`config.mk`:
```
export PLATFORM = sky130hd
export DESIGN_NAME = plhc_regs
export DESIGN_NICKNAME = d
export VERILOG_FILES = /design/src/plhc_pkg.sv /design/src/plhc_sleep_if.sv /design/src/plhc_sleep_timer.sv /design/src/plhc_regs.sv
export SDC_FILE = /design/constraint.sdc
export NUM_CORES = 1
export LEC_CHECK = 0
export ABC_AREA = 1
export BUFFER_PORTS_ARGS = -buffer_cell sky130_fd_sc_hd__buf_2
export CAP_MARGIN = 20
export CORE_UTILIZATION = 50
export CTS_CLUSTER_SIZE = 25
export DETAILED_ROUTE_END_ITERATION = 10
export GPL_TIMING_DRIVEN = 0
export HOLD_SLACK_MARGIN = 0.06
export PLACE_DENSITY = 0.77
export SYNTH_ARGS = -nofsm -noshare
export SYNTH_HDL_FRONTEND = slang
export SYNTH_SLANG_ARGS = --single-unit
```
`constraint.sdc`:
```
create_clock -name clk -period 5.09 [get_ports clk]
set_clock_uncertainty 0.2 [all_clocks]
set_input_delay 0.2545 -clock clk [delete_from_list [all_inputs] [get_ports clk]]
set_output_delay 0.2545 -clock clk [all_outputs]
set_load 0.005 [all_outputs]
```
`src/plhc_pkg.sv`:
```
// Package for the power, LED and host configuration register bank
package plhc_pkg;
	localparam int ADDR_W = 8;
	localparam int DATA_W = 8;
	localparam logic [7:0] OFS_TAG_INSERT = 8'hc2;
	localparam logic [7:0] OFS_PWR_LED = 8'hc3;
	localparam logic [7:0] OFS_SLEEP_TIMER = 8'hc4;
	localparam logic [7:0] OFS_FWD_HOST = 8'hc6;
	localparam logic [7:0] RST_TAG_INSERT = 8'h00;
	localparam logic [7:0] RST_PWR_LED = 8'h00;
	localparam logic [7:0] RST_SLEEP_TIMER = 8'h50;
	localparam logic [7:0] RST_FWD_HOST = 8'h00;
	localparam logic [7:0] MASK_TAG_INSERT = 8'h3f;
	localparam logic [7:0] MASK_PWR_LED = 8'hff;
	localparam logic [7:0] MASK_FWD_HOST = 8'h7b;
	localparam int BIT_P2_TO_P1 = 3;
	localparam int BIT_P2_TO_P3 = 2;
	localparam int BIT_P3_TO_P1 = 1;
	localparam int BIT_P3_TO_P2 = 0;
	localparam int BIT_CPU_PD = 7;
	localparam int BIT_SW_PD = 6;
	localparam int LED_MODE_LSB = 4;
	localparam int BIT_LED_DEBUG = 3;
	localparam int BIT_PLL_OFF = 2;
	localparam int PM_MODE_LSB = 0;
	localparam int FWD_MASK_LSB = 4;
	localparam int BIT_RMII_CLK = 3;
	localparam int HOST_MODE_LSB = 0;
	localparam int CLK_HZ = 20000000;
	localparam int SLEEP_UNIT_MS = 20;
	localparam int SLEEP_UNIT_CYC = CLK_HZ / 1000 * SLEEP_UNIT_MS;
	localparam int BLINK_MS = 100;
	localparam int BLINK_CYC = CLK_HZ / 1000 * BLINK_MS;
	typedef enum logic [1:0]
	{
		PLHC_LED_LA_SPD = 2'b00,
		PLHC_LED_LNK_ACT = 2'b01,
		PLHC_LED_LA_DUP = 2'b10,
		PLHC_LED_LNK_DUP = 2'b11
	} plhc_led_mode_t;
	typedef enum logic [1:0]
	{
		PLHC_PM_NORMAL = 2'b00,
		PLHC_PM_ENERGY = 2'b01,
		PLHC_PM_SW_PD = 2'b10,
		PLHC_PM_SAVE = 2'b11
	} plhc_pm_mode_t;
	typedef enum logic [1:0]
	{
		PLHC_ED_AWAKE = 2'b00,
		PLHC_ED_COUNT = 2'b01,
		PLHC_ED_ASLEEP = 2'b10
	} plhc_ed_state_t;
endpackage : plhc_pkg

```
`src/plhc_sleep_if.sv`:
```
// Interface between the register bank and the sleep timer
`timescale 1ns/10ps
interface plhc_sleep_if;
	logic enable;
	logic [7:0] units;
	logic energy;
	logic asleep;
	modport bank (output enable, output units, output energy, input asleep);
	modport timer (input enable, input units, input energy, output asleep);
endinterface : plhc_sleep_if

```
`src/plhc_sleep_timer.sv`:
```
// Energy-detect sleep timer
`timescale 1ns/10ps
module plhc_sleep_timer
	import plhc_pkg::*;
#(
	parameter int UNIT_CYC = SLEEP_UNIT_CYC
)
(
	input wire logic clk,
	input wire logic rst_n,
	plhc_sleep_if.timer sl
);
	plhc_ed_state_t state;
	plhc_ed_state_t next_state;
	logic [19:0] tick_cnt;
	logic [7:0] unit_cnt;
	wire tick = (tick_cnt == 20'(UNIT_CYC - 1));
	wire done = tick && (unit_cnt + 8'h01 >= sl.units);
	always_comb
	begin
		next_state = state;
		case (state)
			PLHC_ED_AWAKE: if (sl.enable && !sl.energy) next_state = PLHC_ED_COUNT;
			PLHC_ED_COUNT:
			begin
				if (!sl.enable || sl.energy) next_state = PLHC_ED_AWAKE;
				else if (done || sl.units == 8'h00) next_state = PLHC_ED_ASLEEP;
			end
			PLHC_ED_ASLEEP: if (!sl.enable || sl.energy) next_state = PLHC_ED_AWAKE;
			default: next_state = PLHC_ED_AWAKE;
		endcase
	end
	always_ff @(posedge clk or negedge rst_n)
	begin
		if (!rst_n)
		begin
			state <= PLHC_ED_AWAKE;
			tick_cnt <= 20'h00000;
			unit_cnt <= 8'h00;
		end
		else
		begin
			state <= next_state;
			// Any energy restarts the quiet period from zero
			if (next_state != PLHC_ED_COUNT)
			begin
				tick_cnt <= 20'h00000;
				unit_cnt <= 8'h00;
			end
			else if (tick)
			begin
				tick_cnt <= 20'h00000;
				unit_cnt <= unit_cnt + 8'h01;
			end
			else
				tick_cnt <= tick_cnt + 20'h00001;
		end
	end
	assign sl.asleep = (state == PLHC_ED_ASLEEP);
endmodule : plhc_sleep_timer

```
`src/plhc_regs.sv`:
```
// Power, LED and host configuration register bank
// Function
// - Bits 3,2 insert port 2 default tag at egress ports 1 and 3
// - Bits 1,0 insert port 3 default tag at egress ports 1 and 2; reset zero
// - Bit 7 enables CPU interface clock tree power-down; resets disabled
// - Bit 6 enables switch core clock tree power-down; resets disabled
// - LED mode field picks functions of both indicator pins; resets 00
// - Indicators active low: link, 100M, full duplex low; activity blinks
// - Debug bit drives inverted energy onto pin b, inverted ready onto a
// - Bit 2 allows PLL power-down; resets zero
// - Power mode field: normal, energy detect, power-down, saving; resets normal
// - Invalid VLAN ID frames go to three-bit port mask; resets zero
// - Host interface mode field resets from port 2 indicator strap levels
//
// Added by the designer: the strobed register port.
`timescale 1ns/10ps
module plhc_regs
	import plhc_pkg::*;
#(
	parameter int UNIT_CYC = SLEEP_UNIT_CYC,
	parameter int BLINK_PERIOD = BLINK_CYC
)
(
	input wire logic clk,
	input wire logic rst_n,
	input wire logic [plhc_pkg::ADDR_W-1:0] addr,
	input wire logic [plhc_pkg::DATA_W-1:0] wdata,
	input wire logic wr,
	input wire logic rd,
	output logic [plhc_pkg::DATA_W-1:0] rdata,
	input wire logic port2_indicator_a_strap,
	input wire logic port2_indicator_b_strap,
	input wire logic link_up,
	input wire logic speed_100,
	input wire logic full_duplex,
	input wire logic activity,
	input wire logic energy_detect,
	input wire logic device_ready,
	output logic src2_tag_at_p1,
	output logic src2_tag_at_p3,
	output logic src3_tag_at_p1,
	output logic src3_tag_at_p2,
	output logic cpu_clk_pd_en,
	output logic sw_clk_pd_en,
	output logic pll_off_en,
	output logic [1:0] pm_mode,
	output logic low_power,
	output logic [2:0] invalid_vid_fwd_mask,
	output logic rmii_clk_internal,
	output logic [1:0] host_mode,
	output logic indicator_pin_a_n,
	output logic indicator_pin_b_n
);
	import plhc_pkg::*;

	logic rst_meta;
	logic rst_sync;
	logic [7:0] reg_tag;
	logic [7:0] reg_pwr;
	logic [7:0] reg_sleep;
	logic [7:0] reg_fwd;
	logic strap_taken;
	logic blink;
	logic [23:0] blink_cnt;

	plhc_sleep_if sl();

	function automatic logic [7:0] merge(input logic [7:0] old_v, input logic [7:0] new_v,
		input logic [7:0] mask);
		merge = (old_v & ~mask) | (new_v & mask);
	endfunction : merge

	// Reset released through two flops
	always_ff @(posedge clk or negedge rst_n)
	begin
		if (!rst_n)
		begin
			rst_meta <= 1'b0;
			rst_sync <= 1'b0;
		end
		else
		begin
			rst_meta <= 1'b1;
			rst_sync <= rst_meta;
		end
	end

	wire hit_tag = (addr == OFS_TAG_INSERT);
	wire hit_pwr = (addr == OFS_PWR_LED);
	wire hit_sleep = (addr == OFS_SLEEP_TIMER);
	wire hit_fwd = (addr == OFS_FWD_HOST);
	wire [7:0] rd_mux = hit_tag ? reg_tag :
		hit_pwr ? reg_pwr :
		hit_sleep ? reg_sleep :
		hit_fwd ? reg_fwd : 8'h00;

	// Reserved bits are masked, so they always read their defaults
	always_ff @(posedge clk or negedge rst_sync)
	begin
		if (!rst_sync)
		begin
			reg_tag <= RST_TAG_INSERT;
			reg_pwr <= RST_PWR_LED;
			reg_sleep <= RST_SLEEP_TIMER;
			reg_fwd <= RST_FWD_HOST;
			strap_taken <= 1'b0;
		end
		else
		begin
			if (wr && hit_tag)
				reg_tag <= merge(reg_tag, wdata, MASK_TAG_INSERT);
			if (wr && hit_pwr)
				reg_pwr <= merge(reg_pwr, wdata, MASK_PWR_LED);
			if (wr && hit_sleep)
				reg_sleep <= wdata;
			// Strap is caught on the first clock after release, not under reset
			if (!strap_taken)
			begin
				reg_fwd[HOST_MODE_LSB +: 2] <= {port2_indicator_b_strap,
					port2_indicator_a_strap};
				strap_taken <= 1'b1;
			end
			else if (wr && hit_fwd)
				reg_fwd <= merge(reg_fwd, wdata, MASK_FWD_HOST);
		end
	end

	always_ff @(posedge clk or negedge rst_sync)
	begin
		if (!rst_sync)
			rdata <= 8'h00;
		else if (rd)
			rdata <= rd_mux;
	end

	// Configuration outputs, registered once more to keep them on flops
	always_ff @(posedge clk or negedge rst_sync)
	begin
		if (!rst_sync)
		begin
			src2_tag_at_p1 <= 1'b0;
			src2_tag_at_p3 <= 1'b0;
			src3_tag_at_p1 <= 1'b0;
			src3_tag_at_p2 <= 1'b0;
			cpu_clk_pd_en <= 1'b0;
			sw_clk_pd_en <= 1'b0;
			pll_off_en <= 1'b0;
			pm_mode <= 2'b00;
			invalid_vid_fwd_mask <= 3'h0;
			rmii_clk_internal <= 1'b0;
			host_mode <= 2'b00;
			low_power <= 1'b0;
		end
		else
		begin
			src2_tag_at_p1 <= reg_tag[BIT_P2_TO_P1];
			src2_tag_at_p3 <= reg_tag[BIT_P2_TO_P3];
			src3_tag_at_p1 <= reg_tag[BIT_P3_TO_P1];
			src3_tag_at_p2 <= reg_tag[BIT_P3_TO_P2];
			cpu_clk_pd_en <= reg_pwr[BIT_CPU_PD];
			sw_clk_pd_en <= reg_pwr[BIT_SW_PD];
			pll_off_en <= reg_pwr[BIT_PLL_OFF];
			pm_mode <= reg_pwr[PM_MODE_LSB +: 2];
			invalid_vid_fwd_mask <= reg_fwd[FWD_MASK_LSB +: 3];
			rmii_clk_internal <= reg_fwd[BIT_RMII_CLK];
			host_mode <= reg_fwd[HOST_MODE_LSB +: 2];
			low_power <= sl.asleep;
		end
	end

	assign sl.enable = (reg_pwr[PM_MODE_LSB +: 2] == PLHC_PM_ENERGY);
	assign sl.units = reg_sleep;
	assign sl.energy = energy_detect;

	plhc_sleep_timer #(.UNIT_CYC(UNIT_CYC)) u_timer
	(
		.clk(clk),
		.rst_n(rst_sync),
		.sl(sl)
	);

	// Blink clock; shown only while activity is present
	wire blink_wrap = (blink_cnt == 24'(BLINK_PERIOD - 1));
	always_ff @(posedge clk or negedge rst_sync)
	begin
		if (!rst_sync)
		begin
			blink_cnt <= 24'h000000;
			blink <= 1'b0;
		end
		else if (blink_wrap)
		begin
			blink_cnt <= 24'h000000;
			blink <= ~blink;
		end
		else
			blink_cnt <= blink_cnt + 24'h000001;
	end

	wire [1:0] led_mode = reg_pwr[LED_MODE_LSB +: 2];
	// Active-high "on" levels; the pins invert them
	wire on_link_act = link_up && !(activity && blink);
	wire on_act = activity && blink;
	wire on_a = (led_mode == PLHC_LED_LNK_ACT || led_mode == PLHC_LED_LNK_DUP) ?
		link_up : on_link_act;
	wire on_b = (led_mode == PLHC_LED_LA_SPD) ? (link_up && speed_100) :
		(led_mode == PLHC_LED_LNK_ACT) ? on_act :
		(link_up && full_duplex);
	wire dbg = reg_pwr[BIT_LED_DEBUG];

	always_ff @(posedge clk or negedge rst_sync)
	begin
		if (!rst_sync)
		begin
			indicator_pin_a_n <= 1'b1;
			indicator_pin_b_n <= 1'b1;
		end
		else
		begin
			indicator_pin_a_n <= dbg ? ~device_ready : ~on_a;
			indicator_pin_b_n <= dbg ? ~energy_detect : ~on_b;
		end
	end
endmodule : plhc_regs

```
* After elaboration in Yosys (flattened, before gate mapping)
Cells that the tools add are included.
** Word-level totals
- Register bits after elaboration :: 116
- Input bits :: 28
- Output and inout port bits :: 26
- Logic and storage cells :: 94
** Operators by class
- Add/sub/neg operators :: 3
- $lt $le $gt $ge :: 1
- Equal/unequal tests :: 13
- Muxes and demuxes :: 21
- Bitwise operators :: 7
- Reduce and logical (&&, ||, !) cells :: 21
** Operators by type and width (number)
- $mux W8 :: 6
- $mux W20 :: 2
- $eq A8 B8 Y1 const B :: 4
- $add A24 B1 Y24 const B :: 1
- $eq A24 B21 Y1 const B :: 1
- $mux W24 :: 1
- $add A20 B1 Y20 const B :: 1
- $eq A20 B19 Y1 const B :: 1
- $mux W2 :: 6
- $logic_and A1 B1 Y1 :: 10
- $add A8 B1 Y8 const B :: 1
- $ge A8 B8 Y1 :: 1
- $logic_not A8 Y1 :: 1
- $or A8 B6 Y8 :: 1
- $or A8 B7 Y8 :: 1
- $eq A2 B1 Y1 const B :: 3
- $pmux W2 S3 :: 1
- $mux W1 :: 5
- $not A1 Y1 :: 5
- $eq A2 B2 Y1 const B :: 2
- $logic_not A2 Y1 :: 2
- $ne A2 B1 Y1 const B :: 2
- $logic_not A1 Y1 :: 3
- $logic_or A1 B1 Y1 :: 3
- other kinds (2) :: 2

* Logic depth before layout (Yosys ltp)
Gate-level depths: netlist (run 1).
- Depth after elaboration :: 9
- Gate-level depth with buffers :: 18
- Gate-level depth less buffers :: 16

* Hierarchy
A second synthesis (run 1) with hierarchy kept.
** Second synthesis, totals
- Cell total of the unflattened synthesis :: 758
- Area total of the unflattened synthesis :: 5903.2 µm²
** By module, submodules not included
- plhc_regs :: instances 1, cells an instance 467, area each 3870.0 µm², seq. area each 2057.0 µm²
- plhc_sleep_timer :: instances 1, cells an instance 291, area each 2033.2 µm², seq. area each 750.7 µm²

* Least setup slack after synthesis (run 1)
Ideal clock, no wire load.
- Path type :: register -> register
- Start :: register u_timer.unit_cnt[0]
- End :: register u_timer.tick_cnt[10]
- Setup time :: 0.121 ns
- Arrival :: 2.078 ns
- Data required time :: 4.769 ns
- Path slack :: 2.691 ns
- Stages on the path, launching flop included :: 18
- Path buffers :: 2
- Clock period less this slack :: 2.399 ns
- Cells stage by stage :: dfrtp_1 > ha_1 > nand3_1 > nor2_1 > nand2_1 > xor2_1 > inv_1 > ha_1 > nand2_1 > o21a_1 > nand2_1 > nand2_1 > nand2_1 > nand2_1 > nand2_1 > buf_6 > buf_6 > nor2_1
** Between the ends
- Cells in the longest elaborated chain, start to end :: 9
** RTL lines
- start, declared :: line plhc_sleep_timer.sv:16 : logic [7:0] unit_cnt;
- start signal, assigned :: line plhc_sleep_timer.sv:53 : unit_cnt <= unit_cnt + 8'h01;
- $add A8 B1 Y8 :: line plhc_sleep_timer.sv:18 : wire done = tick && (unit_cnt + 8'h01 >= sl.units);
- $ge A8 B8 Y1 :: line plhc_sleep_timer.sv:18
- $logic_and A1 B1 Y1 :: line plhc_sleep_timer.sv:18
- $logic_or A1 B1 Y1 :: line plhc_sleep_timer.sv:27 : else if (done || sl.units == 8'h00) next_state = PLHC_ED_ASLEEP;
- $mux W2 :: line plhc_sleep_timer.sv:27
- $mux W2 :: line plhc_sleep_timer.sv:26 : if (!sl.enable || sl.energy) next_state = PLHC_ED_AWAKE;
- $pmux W2 S3 :: line plhc_sleep_timer.sv:22 : case (state)
- $ne A2 B1 Y1 :: line plhc_sleep_timer.sv:45 : if (next_state != PLHC_ED_COUNT)
- $mux W20 :: line plhc_sleep_timer.sv:45
- end signal, assigned :: line plhc_sleep_timer.sv:56 : tick_cnt <= tick_cnt + 20'h00001;
- end, declared :: line plhc_sleep_timer.sv:15 : logic [19:0] tick_cnt;
No other way between the ends.
A chain may end at the register's enable or synchronous reset.

* Final worst setup path (run 1)
Same ends and word-level chain as after synthesis.

==> impl_metrics.py, run 1 <==
metrics = {
    "die": {
        "fp.coreArea_mm2": 0.0108,
        "die_h_um": 108,
        "rows": 38,
        "pin_count": 54,
        "die_area_mm2": 0.0116,
        "start_util_pct": 51.5,
        "die_width_um": 108,
    },
    "critical_path": {
        "regToRegSetupSlack_ns": 2.35,
        "critPathCaptureType": "flip-flop",
        "cp_data_arrival_time_ns": 2.82,
        "crit_top_cell": "nand2_1",
        "critical_path_class": "reg2reg",
        "start_kind": "flip-flop",
        "r2r-end": "u_timer.tick_cnt[10]",
        "reg2reg_from": "u_timer.unit_cnt[0]",
        "cp_slowest_stage_delay_ns": 0.44,
        "crit_slowest_cell": "dfrtp_1",
        "path_cells": "ha_1 > nand3_1 > nor2_1 > nand2_1 > xor2_1 > inv_1 > ha_1 > nand2_1 > o21a_1 > nand2_1 > nand2_1 > nand2_1 > nand2_1 > nand2_1 > buf_6 > buf_6 > nor2_1",
        "reg2reg_depth": 17,
        "required_ns": 5.17,
        "path_max_fanout": 10,
        "cp_num_buf_inv": 3,
        "critical_path.top_delay_family": "simple AND/OR/NAND/NOR gates",
    },
    "global_route": {
        "global_route.overflow_total": 0,
        "grt_use_total_pct": 24.0,
        "antenna_found_initial": 0,
        "grt_start_max_net_pins": 57,
        "grt_pass1_wl_mm": 21.5,
        "grt_pass1_vias": 4680,
    },
    "route": {
        "postRouteAntennaNets": 0,
        "wl_per_cell_um": 13.5,
        "wl_mm": 12.6,
        "drtIter0Drc": 210,
        "viasPerCell": 5.15,
        "drt_pass1_iterations": 5,
        "dr_total_vias": 4815,
        "drcViolationCount": 0,
    },
    "cts": {
        "cts_made_buffers": 9,
        "clk_pin_slew_ns": 0.11,
        "cts_tree": "done",
        "clock-root-buffer": "clkbuf_8",
        "h-tree-depth": 3,
        "clk_path_buf_depth": 2,
        "cts.sink_count": 112,
        "clk_latency_ns": 0.39,
    },
    "placed_design": {
        "gp_congestion": 0.884,
        "dp_slack_ns": 2.37,
        "dp.cells": 899,
        "io_buffers": 52,
        "dp_hpwl_mm": 9.42,
    },
    "sta": {
        "rsz0062_at_grt": "no",
        "timing.final.crit_share_pct": 53.8,
        "period_needed_ns": 2.74,
        "slew_violations": 0,
        "tns_ns": 0,
        "max_freq_ghz": 0.365,
        "slew_headroom_pct": 51.1,
        "worst_pin_slew_ns": 0.734,
        "layout_setup_ws_ns": 2.35,
        "hold_viol_final": 0,
        "setup_viol": 0,
    },
    "yosys": {
        "synth_top_cell_by_area": "dfrtp_1",
        "synth_seq_cells": 112,
        "synth_area_mm2": 0.00559,
        "synth_sequential_area_ratio_pct": 50.2,
        "yosysTopAreaCellShare_pct": 48.4,
        "yosys-top-cells-area": "dfrtp_1 48%, nand2_1 11%, inv_1 7.1%",
        "synth.distinct_cells": 33,
        "ys.warnings.count": 0,
        "synth_xor_area_share_pct": 4.39,
        "syn_avg_cell_area_um2": 7.93,
        "synthAdderAreaFrac_pct": 2.46,
        "synth_compound_area_share_pct": 6.85,
        "netlist_instances": 705,
        "yosys.area_share.simple_pct": 27.8,
        "synthMuxAreaShare_pct": 0,
        "synth_top_family_by_area": "simple AND/OR/NAND/NOR gates",
    },
    "final_layout": {
        "layout-drive-gt1-share_pct": 10.4,
        "nets": 829,
        "area_growth_pct": 15.9,
        "multiInputGateArea_mm2": 0.00232,
        "num_antenna_cells": 0,
        "seq_area_mm2": 0.00281,
        "layout.cells.non_filler": 935,
        "nFillCells": 963,
    },
    "hold_path": {
        "min_path_cells": 5,
        "min_path_type": "in2reg",
        "holdPathEnd": "rdata[2]",
        "hold_start": "addr[2]",
    },
    "power": {
        "leakage_nw": 3.16,
        "power_density_mw_per_mm2": 245,
        "ir_worst_vdd_uv": 218,
    },
    "flow_run": {
        "drv_cap": 0,
    },
    "outcome": {
        "outcome": "finished clean",
    },
}
==> how the worst max path moves through the flow <==
stage                        startpoint                   end  depth (start not counted)
floorplan                      rst_sync                 blink                          0
global placement               rst_sync   u_timer.tick_cnt[3]                          0
detailed placement  u_timer.unit_cnt[0]  u_timer.tick_cnt[10]                         17
CTS                 u_timer.unit_cnt[0]  u_timer.tick_cnt[13]                         17
global route        u_timer.unit_cnt[0]  u_timer.tick_cnt[12]                         18
finish              u_timer.unit_cnt[0]  u_timer.tick_cnt[10]                         17
==> worst min-delay path, stage by stage <==
cell and delay, ns:
buf_2 0.11, nand3_1 0.07, inv_1 0.07, nand3_1 0.09
a41oi_1 0.11
==> where the power goes <==
group	internal (mW)	switching [mW]
logic	0.0415	0.0502
registers	0.911	0.0211
clock network	0.240	0.326
total	1.19	0.397
==> cell type report <==
| cell class | count | area share [%] |
|---|---|---|
| Buffer | 10 | 0.831 |
| Multi-Input combinational cell | 476 | 35.9 |
| Inverter | 108 | 6.26 |
| Timing Repair Buffer | 73 | 7.54 |
| Tap cell | 140 | 2.71 |
| Sequential cell | 112 | 43.4 |
| Clock buffer | 9 | 1.91 |
| Clock inverter | 7 | 1.41 |
==> sequential cells by signal (all words and copies together) (netlist names), 2 cells and up <==
signal                cells
reg_pwr                   8
reg_sleep                 8
invalid_vid_fwd_mask      3
blink_cnt                24
pm_mode                   2
u_timer.state             2
reg_tag                   6
rdata                     8
u_timer.unit_cnt          8
u_timer.tick_cnt         20
reg_fwd                   6
host_mode                 2
==> per-layer routing <==
| layer | part of all wire [%] | vias up | track usage [%] |
|---|---|---|---|
| li1 | - | 2412 | - |
| met1 | 44 | 2263 | 29.9 |
| met2 | 50 | 121 | 41.5 |
| met3 | 4.5 | 19 | 5.21 |
| met4 | 1.5 | 0 | 7.63 |
| met5 | 0 | - | 0 |
==> repair_timing <==
| item | in CTS | in global routing |
|---|---|---|
| hold endpoints to repair | 34 | 0 |
| setup buffers | 0 | 0 |
| endpoints found under the setup margin | 0 | 0 |
| hold buffers | 20 | 0 |
| resized for setup | 0 | 0 |
==> metrics by stage <==
stage                     hold WS (ns)  power [mW]  util [%]  cell area [um2]
after detailed placement        -0.160        1.03      55.9             6060
after floorplan                 -0.241       0.985         -             5590
after global routing             0.178        1.65      59.7             6470
after global placement          -0.161        1.02      55.6             6030
final                            0.157        1.59      59.7             6470
after CTS                        0.143        1.60      59.7             6470
==> kinds of logic after synthesis <==
logic type      Yosys count
xor+xnor                 28
flops                   112
simple gates            364
buf+inv                 118
fa+ha+maj                11
compound gates           71
other cells               1
==> cell usage in the layout, fill, tap and decap left out, types with 8 or more instances in the layout <==
| master | netlist | routed |
|---|---|---|
| nand2_1 | 162 | 162 |
| dfrtp_1 | 108 | 107 |
| inv_1 | 105 | 105 |
| nor2_1 | 96 | 96 |
| nand3_1 | 56 | 56 |
| o21ai_0 | 53 | 53 |
| buf_2 | 1 | 53 |
| xor2_1 | 23 | 23 |
| nor3_1 | 23 | 23 |
| dlygate4sd3_1 | 0 | 20 |
| nand4_1 | 14 | 14 |
| ha_1 | 11 | 11 |
| clkbuf_8 | 0 | 9 |
| a21oi_1 | 8 | 8 |
==> cells in the mapped netlist <==
master / number
o311ai_0: 1
clkbuf_1: 7
dfrtp_1: 108
a21oi_1: 8
nand2_1: 162
nor3b_1: 1
buf_6: 2
nor3_1: 23
nand3_2: 1
nand3_1: 56
dfstp_2: 4
o32ai_1: 1
nor2_2: 1
nand4_2: 1
inv_2: 1
o21bai_1: 3
buf_2: 1
clkinv_1: 2
and3_1: 1
o22ai_1: 1
xor2_1: 23
ha_1: 11
nand4_1: 14
conb_1: 1
o21a_1: 1
xnor2_1: 5
o211ai_1: 2
nor4_1: 6
nor2_1: 96
nor3_2: 2
o21ai_0: 53
a41oi_1: 1
inv_1: 105
(Power assumes the default switching activity.)
==> inputs of run 2 (changes only) <==
--- a/config.mk
+++ b/config.mk
@@ -5,7 +5,7 @@
 export SDC_FILE = /design/constraint.sdc
 export NUM_CORES = 1
 export LEC_CHECK = 0
-export ABC_AREA = 1
+export ABC_AREA = 0
 export BUFFER_PORTS_ARGS = -buffer_cell sky130_fd_sc_hd__buf_2
 export CAP_MARGIN = 20
 export CORE_UTILIZATION = 50
@@ -13,7 +13,7 @@
 export DETAILED_ROUTE_END_ITERATION = 10
 export GPL_TIMING_DRIVEN = 0
 export HOLD_SLACK_MARGIN = 0.06
-export PLACE_DENSITY = 0.77
+export PLACE_DENSITY = 0.8
 export SYNTH_ARGS = -nofsm -noshare
 export SYNTH_HDL_FRONTEND = slang
 export SYNTH_SLANG_ARGS = --single-unit
==> constraint.sdc (replaced) <==
create_clock -name clk -period 2.5 [get_ports clk]
set_clock_uncertainty 0.2 [all_clocks]
set_input_delay 0.125 -clock clk [delete_from_list [all_inputs] [get_ports clk]]
set_output_delay 0.125 -clock clk [all_outputs]
set_load 0.005 [all_outputs]
==> run 2 against run 1 <==
  * The run now ends with setup timing left
  * Setup slack worse by 2.6 ns
  * Core utilization is 4.2 points higher
  * Combinational power is 120% higher
  * Sequential power is 100% higher
==> impl_metrics.py, run 2 <==
metrics = {
    "cts": {
        "clk_path_buf_depth": 2,
        "cts_tree": "done",
        "cts_made_buffers": 9,
        "cts.sink_count": 112,
        "clk_pin_slew_ns": 0.12,
        "h-tree-depth": 3,
        "clock-root-buffer": "clkbuf_8",
        "clk_latency_ns": 0.37,
    },
    "power": {
        "ir_worst_vdd_uv": 347,
        "power_density_mw_per_mm2": 498,
        "power_mw": 3.15,
        "leakage_nw": 2.92,
    },
    "yosys": {
        "synth_sequential_area_ratio_pct": 54.3,
        "synth_commonest_cells": "108 x dfrtp_1, 51 x nor2_1, 31 x mux2_2, 31 x nand2_1, 27 x nand3_1",
        "synth-edff-count": 0,
        "yosysMostFrequentCell": "dfrtp_1",
        "syn_avg_cell_area_um2": 10.9,
        "synth_seq_cells": 112,
        "netlist_instances": 474,
        "ys.warnings.count": 0,
        "yosys-top-cells-area": "dfrtp_1 52%, mux2_2 6.8%, xor2_1 4.4%",
        "synth_area_mm2": 0.00517,
        "yosys_most_used_dff": "dfrtp_1",
        "async_flop_share_pct": 100,
        "synth_top_cell_by_area": "dfrtp_1",
        "synth.distinct_cells": 50,
        "yosysTopAreaCellShare_pct": 52.3,
    },
    "outcome": {
        "outcome": "finished, violations left",
        "violations": "setup timing",
    },
    "final_layout": {
        "mostFrequentLayoutCell": "dfrtp_1",
        "largest_register": "blink_cnt",
        "nets": 616,
        "largest_reg_flops": 24,
        "nFillCells": 756,
        "largest_registers": "blink_cnt (24), u_timer.tick_cnt (20)",
        "area_growth_pct": 22.6,
        "num_antenna_cells": 0,
        "layout.cells.non_filler": 715,
        "final_cell_mix": "104 x dfrtp_1, 54 x buf_2, 51 x nor2_1",
        "layout-drive-gt1-share_pct": 26.3,
    },
    "global_route": {
        "grt_use_total_pct": 21.6,
        "global_route.overflow_total": 0,
        "grt_pass1_vias": 4011,
        "antenna_found_initial": 0,
        "grt_pass1_wl_mm": 18.8,
        "grt_start_max_net_pins": 61,
    },
    "route": {
        "dr_total_vias": 3975,
        "viasPerCell": 5.56,
        "drt-met1-wl_mm": 4.85,
        "highest_layer": "met4",
        "routed-wl-met2_mm": 5.71,
        "postRouteAntennaNets": 0,
        "drtIter0Drc": 313,
        "drcViolationCount": 0,
        "drt_pass1_iterations": 5,
        "dr_wl_met3_um": 444,
        "wl_mm": 11.3,
        "wl_per_cell_um": 15.7,
    },
    "sta": {
        "rsz0062_at_grt": "yes",
        "slew_headroom_pct": 46.1,
        "max_freq_ghz": 0.370,
        "hold_viol_final": 0,
        "layout_setup_ws_ns": -0.202,
        "setup_viol": 10,
        "timing.final.crit_share_pct": 108,
        "slew_violations": 0,
        "period_needed_ns": 2.70,
        "worst_pin_slew_ns": 0.802,
    },
    "die": {
        "start_util_pct": 52.2,
        "fp.coreArea_mm2": 0.00991,
        "pin_count": 54,
        "die_area_mm2": 0.0107,
        "rows": 36,
        "die_h_um": 104,
        "die_width_um": 104,
    },
    "critical_path": {
        "required_ns": 2.58,
        "cp_data_arrival_time_ns": 2.78,
        "critical_path_class": "reg2reg",
        "critPathCaptureType": "flip-flop",
        "path_max_fanout": 5,
        "cp_slowest_stage_delay_ns": 0.46,
        "crit_top_cell": "nand4_1",
        "path_cells": "buf_6 > nand4_1 > or3_4 > nand2_4 > ha_4 > and2_4 > a221oi_4 > nand2b_4 > buf_8 > nand4_1 > a31oi_1",
        "crit_slowest_cell": "or3_4",
        "start_kind": "flip-flop",
    },
    "placed_design": {
        "gp_congestion": 0.822,
        "io_buffers": 51,
        "dp_hpwl_mm": 7.39,
        "dp.cells": 660,
        "dp_slack_ns": -0.325,
    },
    "hold_path": {
        "min_path_type": "in2reg",
    },
    "flow_run": {
        "drv_cap": 0,
    },
}
[run 2: cell count changes after synthesis, moves of 29 or more]
cell and delta:
inv_1 -85, nor2_1 -45, mux2_2 +31, nand3_1 -29
o21ai_0 -46, nand2_1 -131
[run 2: repair_timing]
| action | 4_1_cts | 5_1_grt |
|---|---|---|
| hold buffers | 22 | 0 |
| gates resized for setup | 16 | 17 |
| endpoints found under the hold margin | 41 | 0 |
| cloned | 2 | 0 |
| buffers inserted | 9 | 6 |
| setup endpoints to repair | 10 | 10 |
| pin swaps | 11 | 10 |
[run 2: logic make-up (layout without fill, tap and decap cells)]
group,after synthesis,after routing,synth area share (%)
flops,112,112,54.3
mux,36,36,7.72
compound gates,55,55,6.51
buf+inv,34,141,3.27
other cells,1,2,0.0726
simple gates,182,182,18.2
xor+xnor,43,43,7.29
fa+ha+maj,11,11,2.66
[run 2: area by class of cell]
class / instances / area (um2) / area share, %
Sequential cell: 112 / 2820 / 44.4
Multi-Input combinational cell: 329 / 2340 / 36.9
Timing Repair Buffer: 91 / 636 / 10.0
Tap cell: 133 / 166 / 2.63
Clock buffer: 9 / 124 / 1.95
Buffer: 14 / 113 / 1.78
Inverter: 20 / 75.1 / 1.18
Clock inverter: 7 / 72.6 / 1.14
[run 2: final timing paths]
kind / startpoint / end / slack, ns / cells past startpoint
setup / recovery: u_timer.unit_cnt[2] / u_timer.unit_cnt[5] / -0.20 / 11
hold / removal: addr[3] / rdata[4] / 0.08 / 4
setup reg to reg: u_timer.unit_cnt[2] / u_timer.unit_cnt[5] / -0.20 / 11
hold reg to reg: rst_meta / rst_sync / 0.17 / 0
max in group asynchronous: rst_sync / reg_sleep[6] / 1.15 / 1
min in group asynchronous: rst_sync / u_timer.tick_cnt[8] / 0.18 / 0
[run 2: per-stage QoR]
step / TNS, ns / utilization [%] / hold WS [ns] / instance area [um2]
4_1_cts: -0.381 / 62.9 / 0.0623 / 6230
6_report: -1.48 / 64.0 / 0.0765 / 6340
5_1_grt: -2.87 / 64.0 / 0.127 / 6340
3_3_place_gp: -14.04 / 56.8 / -0.290 / 5630
2_1_floorplan: -0.00145 / - / -0.371 / 5200
3_5_place_dp: -2.72 / 57.1 / -0.289 / 5660
[run 2: metal layers]
metal / track usage [%] / vias to the layer above
met4: 8.78 / 0
met2: 37.2 / 124
met3: 3.15 / 18
li1: - / 1876
met5: 0 / -
met1: 27.5 / 1957
[run 2: report_power, final]
group	leakage [nW]	switching, mW	internal, mW
clock network	0.103	0.663	0.398
logic	1.30	0.0985	0.101
registers	1.51	0.0430	1.85
total	2.92	0.804	2.35
[run 2: critical path, delay by kind of cell (launching register included)]
family / cells / cell delay (ns)
simple gates: 6 / 1.18
buf+inv: 2 / 0.22
fa+ha+maj: 1 / 0.19
flops: 1 / 0.36
compound gates: 2 / 0.46
